File: src/hw/qsc_pkg.sv
// Constants for the quad converter sequencer control block.
// Assumes a 100 MHz pclk and an APB master with 32-bit data.
//
// Notes on behaviour
// - Timed and FIFO updates of a group are spaced (preload + 1) x 10 us.
// - Interval time base comes from the board clock, in 10 us steps.
// - Each group has a clear bit in bits 7:0; set bit holds clear asserted.
// - Group clear forces its channels to the selected clear value.
// - Load bit per group in bits 7:0, acts only in manual-update mode.
// - Logged load updates outputs only after pending channel data is sent.
// - Global manual groups update together once every one is ready.
// - Hardware clears a load bit when that group's outputs update.
// - Channel data is forwarded at once, never waiting for a load.
// - Global control bit 8 is the master interrupt enable.
// - Run bits 7:0 start a group sequencer on 1 and stop it on 0.
// - Busy stays set while the group sequencer runs.
// - Stop lets a running transfer finish; software polls busy.
// - Reserved upper bits are written as zero; reads here return zero.
// - Busy reads clear only when group control logic is idle.
`default_nettype none
package qsc_pkg;
  localparam int unsigned NGRP = 8;
  localparam logic [11:0] OFS_PRELOAD = 12'h060; // Eight words, one per group.
  localparam logic [11:0] OFS_CLEAR   = 12'h080;
  localparam logic [11:0] OFS_LOAD    = 12'h084;
  localparam logic [11:0] OFS_GCTRL   = 12'h088;
  localparam logic [11:0] OFS_GSTAT   = 12'h08C;
  localparam int unsigned MIE_BIT     = 8;
  localparam int unsigned BUSY_STRIDE = 4;
  localparam logic [31:0] RST_WORD    = 32'h0000_0000;
  // Time base: one tick every 10 us at the pclk rate.
  localparam int unsigned CLK_PERIOD_NS = 10;
  localparam int unsigned TICK_NS       = 10000;
  localparam int unsigned TICK_CYC      = (TICK_NS + CLK_PERIOD_NS - 1) / CLK_PERIOD_NS;
  localparam logic [9:0]  TICK_LAST     = 10'(TICK_CYC - 1);
  // Converter group modes as driven by the group control register.
  typedef enum logic [1:0] {
    MODE_IMM = 2'b00,
    MODE_MAN = 2'b01,
    MODE_TIM = 2'b10,
    MODE_FIFO = 2'b11
  } qsc_mode_t;
  // Sequencer states, Gray coded along idle, run, drain.
  typedef enum logic [1:0] {
    SEQ_IDLE  = 2'b00,
    SEQ_RUN   = 2'b01,
    SEQ_DRAIN = 2'b11
  } qsc_seq_t;
endpackage
`default_nettype wire

File: src/hw/qsc_tick_gen.sv
// Shared 10 us time base divider.
// Assumes a single pclk domain with asynchronous active-low reset.
`timescale 1ns/10ps
`default_nettype none
module qsc_tick_gen
  import qsc_pkg::*;
(
  input  wire logic pclk,    // System clock.
  input  wire logic presetn, // Asynchronous reset, active low.
  output logic      tick     // One-cycle pulse every 10 us.
);
  logic [9:0] div_reg;

  // Divide the clock down to one enable pulse per tick period.
  always_ff @(posedge pclk or negedge presetn) begin
    if (!presetn) begin
      div_reg <= 10'h000;
      tick    <= 1'b0;
    end else begin
      tick <= (div_reg == TICK_LAST);
      if (div_reg == TICK_LAST) begin
        div_reg <= 10'h000;
      end else begin
        div_reg <= div_reg + 10'h001;
      end
    end
  end
endmodule // qsc_tick_gen
`default_nettype wire

File: src/hw/qsc_ctrl.sv
// Sequencer, clear, load and global control for eight converter groups.
// Assumes transfer logic reports busy and pending data per group.
`timescale 1ns/10ps
`default_nettype none
module qsc_ctrl
  import qsc_pkg::*;
(
  input  wire logic        pclk,          // System clock, 100 MHz.
  input  wire logic        presetn,       // Asynchronous reset, active low.
  input  wire logic        psel,          // APB select.
  input  wire logic        penable,       // APB enable.
  input  wire logic        pwrite,        // APB direction, high for write.
  input  wire logic [11:0] paddr,         // APB byte address.
  input  wire logic [31:0] pwdata,        // APB write data.
  output logic [31:0]      prdata,        // APB read data.
  output logic             pready,        // APB ready.
  output logic             pslverr,       // APB error for unmapped address.
  input  wire logic [15:0] group_mode,    // Two mode bits per group.
  input  wire logic [7:0]  global_man,    // Group takes part in global update.
  input  wire logic [7:0]  clear_value_select, // Clear value choice per group.
  input  wire logic [7:0]  xfer_busy,     // Transfer to converter in progress.
  input  wire logic [7:0]  data_pending,  // Channel data waiting to be sent.
  input  wire logic        irq_source,    // Any individually enabled source.
  output logic [7:0]       dac_clear,     // Group clear signals.
  output logic [7:0]       clear_sel_out, // Clear value choice to converter.
  output logic [7:0]       dac_update,    // Analog output update pulses.
  output logic [7:0]       xfer_go,       // Forward pending data now.
  output logic [7:0]       group_busy,    // Busy flags, mirrored in status.
  output logic             irq_out        // Interrupt after master enable.
);
  logic [31:0] preload_reg [NGRP];
  logic [31:0] cnt_reg [NGRP];
  qsc_seq_t    seq_reg [NGRP];
  logic [7:0]  clear_reg;
  logic [7:0]  load_reg;
  logic [7:0]  load_next;
  logic [7:0]  run_reg;
  logic        mie_reg;
  logic        tick;
  logic        wr_en;
  logic        rd_take;
  logic [31:0] rdata;
  logic        rd_ok;
  logic [7:0]  is_man;
  logic [7:0]  gmask;
  logic [7:0]  man_ready;
  logic [7:0]  fire;
  logic [7:0]  seq_upd;
  logic [7:0]  load_set;
  logic        glob_go;

  // True when the bus address selects the given register word.
  function automatic logic hit(input logic [11:0] a, input logic [11:0] ofs);
    hit = (a[11:2] == ofs[11:2]);
  endfunction

  // Group index for an address inside the preload word window.
  function automatic logic [2:0] pre_idx(input logic [11:0] a);
    pre_idx = a[4:2];
  endfunction

  qsc_tick_gen u_tick (
    .pclk    (pclk),
    .presetn (presetn),
    .tick    (tick)
  );

  // A write lands in the ready access cycle; read data is taken in the first access cycle, before pready.
  assign wr_en   = psel && penable && pready && pwrite;
  assign rd_take = psel && penable && !pready;

  // Read multiplexer; reserved bits read as zero.
  always_comb begin
    rdata = RST_WORD;
    rd_ok = 1'b1;
    if (paddr[11:5] == OFS_PRELOAD[11:5]) begin
      rdata = preload_reg[pre_idx(paddr)];
    end else if (hit(paddr, OFS_CLEAR)) begin
      rdata = {24'h00_0000, clear_reg};
    end else if (hit(paddr, OFS_LOAD)) begin
      rdata = {24'h00_0000, load_reg};
    end else if (hit(paddr, OFS_GCTRL)) begin
      rdata = {23'h00_0000, mie_reg, run_reg};
    end else if (hit(paddr, OFS_GSTAT)) begin
      for (int g = 0; g < NGRP; g++) begin
        rdata[g*BUSY_STRIDE] = group_busy[g];
      end
    end else begin
      rd_ok = 1'b0;
    end
  end

  // Bus answer: ready one cycle into the access phase.
  always_ff @(posedge pclk or negedge presetn) begin
    if (!presetn) begin
      pready  <= 1'b0;
      pslverr <= 1'b0;
      prdata  <= RST_WORD;
    end else begin
      pready <= rd_take;
      if (rd_take) begin
        pslverr <= !rd_ok;
        prdata  <= pwrite ? RST_WORD : rdata;
      end else begin
        pslverr <= 1'b0;
      end
    end
  end

  // Interval preload words.
  always_ff @(posedge pclk or negedge presetn) begin
    if (!presetn) begin
      for (int g = 0; g < NGRP; g++) begin
        preload_reg[g] <= RST_WORD;
      end
    end else if (wr_en && paddr[11:5] == OFS_PRELOAD[11:5]) begin
      preload_reg[pre_idx(paddr)] <= pwdata;
    end
  end

  // Clear, run and master enable control bits.
  always_ff @(posedge pclk or negedge presetn) begin
    if (!presetn) begin
      clear_reg <= 8'h00;
      run_reg   <= 8'h00;
      mie_reg   <= 1'b0;
    end else begin
      if (wr_en && hit(paddr, OFS_CLEAR)) begin
        clear_reg <= pwdata[7:0];
      end
      if (wr_en && hit(paddr, OFS_GCTRL)) begin
        run_reg <= pwdata[7:0];
        mie_reg <= pwdata[MIE_BIT];
      end
    end
  end

  // Manual update readiness, local and global.
  always_comb begin
    for (int g = 0; g < NGRP; g++) begin
      is_man[g] = (qsc_mode_t'(group_mode[2*g +: 2]) == MODE_MAN);
    end
    gmask     = is_man & global_man;
    man_ready = load_reg & is_man & ~data_pending & ~xfer_busy & ~clear_reg;
    glob_go   = (&(~gmask | man_ready)) && (|(gmask & man_ready));
    fire      = (man_ready & ~gmask) | (glob_go ? gmask : 8'h00);
  end

  // Load bits: software sets in manual mode only, hardware clears on update.
  assign load_set  = (wr_en && hit(paddr, OFS_LOAD)) ? (pwdata[7:0] & is_man) : 8'h00;
  assign load_next = (load_reg & ~fire) | load_set;

  always_ff @(posedge pclk or negedge presetn) begin
    if (!presetn) begin
      load_reg <= 8'h00;
    end else begin
      load_reg <= load_next;
    end
  end

  // Per-group sequencer state and interval counter.
  always_ff @(posedge pclk or negedge presetn) begin
    if (!presetn) begin
      for (int g = 0; g < NGRP; g++) begin
        seq_reg[g] <= SEQ_IDLE;
        cnt_reg[g] <= RST_WORD;
      end
    end else begin
      for (int g = 0; g < NGRP; g++) begin
        case (seq_reg[g])
          SEQ_IDLE: begin
            if (run_reg[g]) begin
              seq_reg[g] <= SEQ_RUN;
              cnt_reg[g] <= preload_reg[g];
            end
          end
          SEQ_RUN: begin
            if (!run_reg[g]) begin
              seq_reg[g] <= SEQ_DRAIN;
            end else if (tick) begin
              if (cnt_reg[g] == RST_WORD) begin
                cnt_reg[g] <= preload_reg[g];
              end else begin
                cnt_reg[g] <= cnt_reg[g] - 32'h0000_0001;
              end
            end
          end
          SEQ_DRAIN: begin
            if (run_reg[g]) begin
              seq_reg[g] <= SEQ_RUN;
              cnt_reg[g] <= preload_reg[g];
            end else if (!xfer_busy[g]) begin
              seq_reg[g] <= SEQ_IDLE;
            end
          end
          default: begin
            seq_reg[g] <= SEQ_IDLE;
          end
        endcase
      end
    end
  end

  // Timed and FIFO updates fire when the counter expires on a tick.
  always_comb begin
    for (int g = 0; g < NGRP; g++) begin
      seq_upd[g] = (seq_reg[g] == SEQ_RUN) && run_reg[g] && tick &&
                   (cnt_reg[g] == RST_WORD) && group_mode[2*g+1];
    end
  end

  // Registered outputs toward the converters and the status view.
  always_ff @(posedge pclk or negedge presetn) begin
    if (!presetn) begin
      dac_clear     <= 8'h00;
      clear_sel_out <= 8'h00;
      dac_update    <= 8'h00;
      xfer_go       <= 8'h00;
      group_busy    <= 8'h00;
      irq_out       <= 1'b0;
    end else begin
      dac_clear     <= clear_reg;
      clear_sel_out <= clear_value_select;
      dac_update    <= seq_upd | fire;
      xfer_go       <= data_pending;
      for (int g = 0; g < NGRP; g++) begin
        group_busy[g] <= (seq_reg[g] != SEQ_IDLE) || run_reg[g] ||
                         xfer_busy[g] || load_reg[g];
      end
      irq_out <= mie_reg && irq_source;
    end
  end
endmodule // qsc_ctrl
`default_nettype wire

File: config.mk
export PLATFORM = sky130hd
export DESIGN_NAME = qsc_ctrl
export DESIGN_NICKNAME = d
export VERILOG_FILES = /design/src/hw/qsc_pkg.sv /design/src/hw/qsc_tick_gen.sv /design/src/hw/qsc_ctrl.sv
export SDC_FILE = /design/constraint.sdc
export NUM_CORES = 1
export LEC_CHECK = 0
export ABC_AREA = 0
export BUFFER_PORTS_ARGS = -buffer_cell sky130_fd_sc_hd__buf_2
export CAP_MARGIN = 20
export CORE_MARGIN = 2
export CORE_UTILIZATION = 55
export DETAILED_ROUTE_END_ITERATION = 8
export PLACE_DENSITY = 0.79
export RECOVER_POWER = 25
export SYNTH_ARGS = -nofsm -noshare
export SYNTH_HDL_FRONTEND = slang
export SYNTH_HIERARCHICAL = 1
export SYNTH_SLANG_ARGS = --single-unit
File: constraint.sdc
create_clock -name pclk -period 2.7 [get_ports pclk]
set_input_delay 0.135 -clock pclk [delete_from_list [all_inputs] [get_ports pclk]]
set_output_delay 0.135 -clock pclk [all_outputs]
set_load 0.03 [all_outputs]
==> reports/results.ini <==
[run_status]
outcome=finished with violations
violations=max-capacitance violations, max-slew violations

[synth]
synth_cells=3452
synth_nets=3591
syn_area_per_cell_um2=9.769
synth_top_area_share=0.4742
ys_seq_area_frac=0.4742
yosys.cell_types.count=90
syn_area_um2=33720
post-synth-top-area-cell=dfrtp_1
async_flop_share=1.000
yosys_warnings=6
synth.top_cells.by_area=dfrtp_1, mux2_2, a21oi_1
synth_edf_count=0
synth-main-ff-cell=dfrtp_1
synth_seq_cells=639

[power_and_ir_drop]
p_switching_uw=8777
pwr-share-clk=0.373
p_seq_frac=0.372
p_leak_uw=0.01909
internal_power_uw=18280
power_uw=27060
power_frac_comb=0.255
switching_share=0.3244
power.density_nw_per_um2=668.4
peakVddDrop_uv=479.6

[placement]
dp_cells=4434
io_buffers=170
dpl.hpwl_um=87220
place_congestion=0.9894

[timing]
fin_crit_ns=2.668
skew_ns=0.02958
report.final.slew_viol_count=56
hold_viol_final=0
rsz0062_at_grt=true
tightest_slew_ns=1.649
setup_viol=0
finalCritPeriodShare=0.9880
max_freq_ghz=0.3749
slew_headroom=-0.09907

[cells_and_area]
fillCellCount=4482
synthToLayoutAreaGrowth_pct=20.04
nets=3947
drive_gt1_frac=0.2422
layoutNonFillerInstCount=4649

[global_routing]
grt_max_degree=86
grt_use_total=0.3845
grt_pass1_wl_um=184800
first_global_vias=30096
overflow=0
antenna_found_initial=17

[worst_setup_path]
crit_type=reg2reg
endpoint=cnt_reg[150]
crit_fanout=6
startpoint=cnt_reg[139]
cp-start-kind=register
reg2reg_from=cnt_reg[139]
ff2ff_setup_slack_ns=0.03
required_ns=3.22
crit_path_end_kind=register
arrival_ns=3.19
reg2reg_depth=7
rr_endpoint=cnt_reg[150]

[hold_path]
hp-class=in2reg

[clock_network]
clk_pin_slew_ns=0.06
clock_latency_ns=0.64
tritoncts=built
clock-sinks=639
clk_path_buf_depth=3
root_buffer=clkbuf_16
cts_max_level=3
cts_buffers=71

[detailed_routing]
drc=0
postRouteAntennaNets=0
vias=32023
wl_per_cell_um=26.43
finalWirelength_um=122900
via_per_inst=6.888
drtIter0Drc=4241
drtPass1Iterations=6

[die]
dieArea_um2=63310
initial_core_util=0.5577
rows=90
dieWidth_um=251.6
core_um2=60470
pin_count=173
die_h_um=251.6

[flow_run]
max-cap-violations=1

-- metal layers --
layer  vias up  global-route usage  share of wire
met5         -                   0        0.00081
met4        12              0.2194          0.072
met3       510              0.1175           0.12
met2      2086              0.5721           0.43
met1     15592              0.4999           0.37
li1      13823                   -              -
-- per-stage QoR --
stage | setup TNS [ns] | area [um2] | hold WS [ns] | utilization | worst slack (ns)
after floorplan | -0.001007 | 33730 | -0.1606 | - | -0.001007
after global placement | -0.03861 | 37110 | 0.1211 | 0.6137 | -0.02144
after detailed placement | -0.09790 | 37110 | 0.1197 | 0.6137 | -0.05158
after CTS | 0 | 40300 | 0.0004785 | 0.6665 | 0.01208
after global routing | -0.1948 | 40470 | 0.004305 | 0.6693 | -0.06278
final | 0 | 40480 | 0.009276 | 0.6695 | 0.03244
-- power by group through the flow --
| stage | Combinational, uW | Clock [uW] | Sequential (uW) |
|---|---|---|---|
| 2_1_floorplan | 3930 | 0 | 10200 |
| 3_3_place_gp | 6250 | 0 | 10200 |
| 3_5_place_dp | 6370 | 0 | 10200 |
| 4_1_cts | 6560 | 10100 | 10100 |
| 5_1_grt | 7450 | 10600 | 10100 |
| 6_report | 6890 | 10100 | 10100 |
-- worst max-delay path, cell delays in order (launching register included) --
cell and delay (ns):
dfrtp_1 0.46, nor4_1 0.62, nand3_1 0.27, buf_4 0.24, or3_1 0.40, nor3_1 0.24, a31oi_1 0.12, o22a_1 0.20
-- repair_timing --
action,in CTS,in global routing
resized for setup,9,35
gates cloned,0,3
endpoints found under the hold margin,451,0
endpoints found under the setup margin,11,85
setup buffers,2,6
pin swaps,2,6
hold buffers,72,0
-- logic make-up (layout without fill, tap and decap cells) --
| logic type | after synthesis | count (layout) | share of synthesized area |
|---|---|---|---|
| compound gates | 1057 | 1058 | 0.2041 |
| simple gates | 1116 | 1116 | 0.1716 |
| xor+xnor | 5 | 5 | 0.001299 |
| mux | 292 | 292 | 0.09839 |
| flops | 639 | 639 | 0.4742 |
| other cells | 0 | 6 | 0 |
| buf+inv | 302 | 710 | 0.03517 |
| fa+ha+maj | 41 | 41 | 0.01521 |
-- synthesized netlist by cell type, types with 25 or more instances --
| cell | n |
|---|---|
| mux2_2 | 276 |
| a31oi_1 | 54 |
| a22oi_1 | 69 |
| or3_1 | 33 |
| o21ai_0 | 253 |
| o22ai_1 | 59 |
| nor4_1 | 86 |
| nand3_1 | 156 |
| a21oi_1 | 263 |
| nand2_1 | 187 |
| o22a_1 | 25 |
| dfrtp_1 | 639 |
| ha_1 | 41 |
| nor3_1 | 104 |
| nor2b_1 | 26 |
| a22o_1 | 36 |
| clkbuf_1 | 185 |
| o21a_1 | 35 |
| nand4_1 | 63 |
| nor2_1 | 270 |
| or4_1 | 41 |
| inv_1 | 84 |
-- cells in the final DEF, fill, tap and decap left out, types with 25 or more instances in the layout --
cell type	instances
a21oi_1	262
a22o_1	36
a22oi_1	69
a31oi_1	53
buf_12	32
buf_2	163
buf_4	210
clkbuf_16	77
dfrtp_1	639
dlygate4sd3_1	72
ha_1	41
inv_1	82
mux2_2	276
nand2_1	187
nand3_1	155
nand4_1	63
nor2_1	261
nor2b_1	26
nor3_1	99
nor4_1	84
o21a_1	35
o21ai_0	249
o22a_1	25
o22ai_1	59
or3_1	31
or4_1	35
-- area by class of cell --
cell class                      count  area (um2)  share of cell area
Antenna cell                        6       15.01           0.0003709
Clock buffer                       99        2088             0.05158
Clock inverter                     27       319.1            0.007881
Inverter                           84       315.3            0.007789
Multi-Input combinational cell   2512       16850              0.4161
Sequential cell                   639       15990              0.3950
Tap cell                          782       978.4             0.02417
Timing Repair Buffer              500        3930             0.09708
-- how the worst min path moves through the flow --
stage                        startpoint                 to  slack, ns  cells past startpoint
after CTS                     pwdata[4]   preload_reg[196]     0.0005                      2
after global placement          presetn  u_tick/div_reg[4]       0.12                      1
after detailed placement        presetn  u_tick/div_reg[4]       0.12                      1
after global routing         pwdata[31]   preload_reg[191]      0.004                      2
final                     group_mode[4]      dac_update[2]      0.009                      3
after floorplan                 presetn       clear_reg[0]      -0.16                      0
No activity file was read; power rests on OpenSTA's default activity.
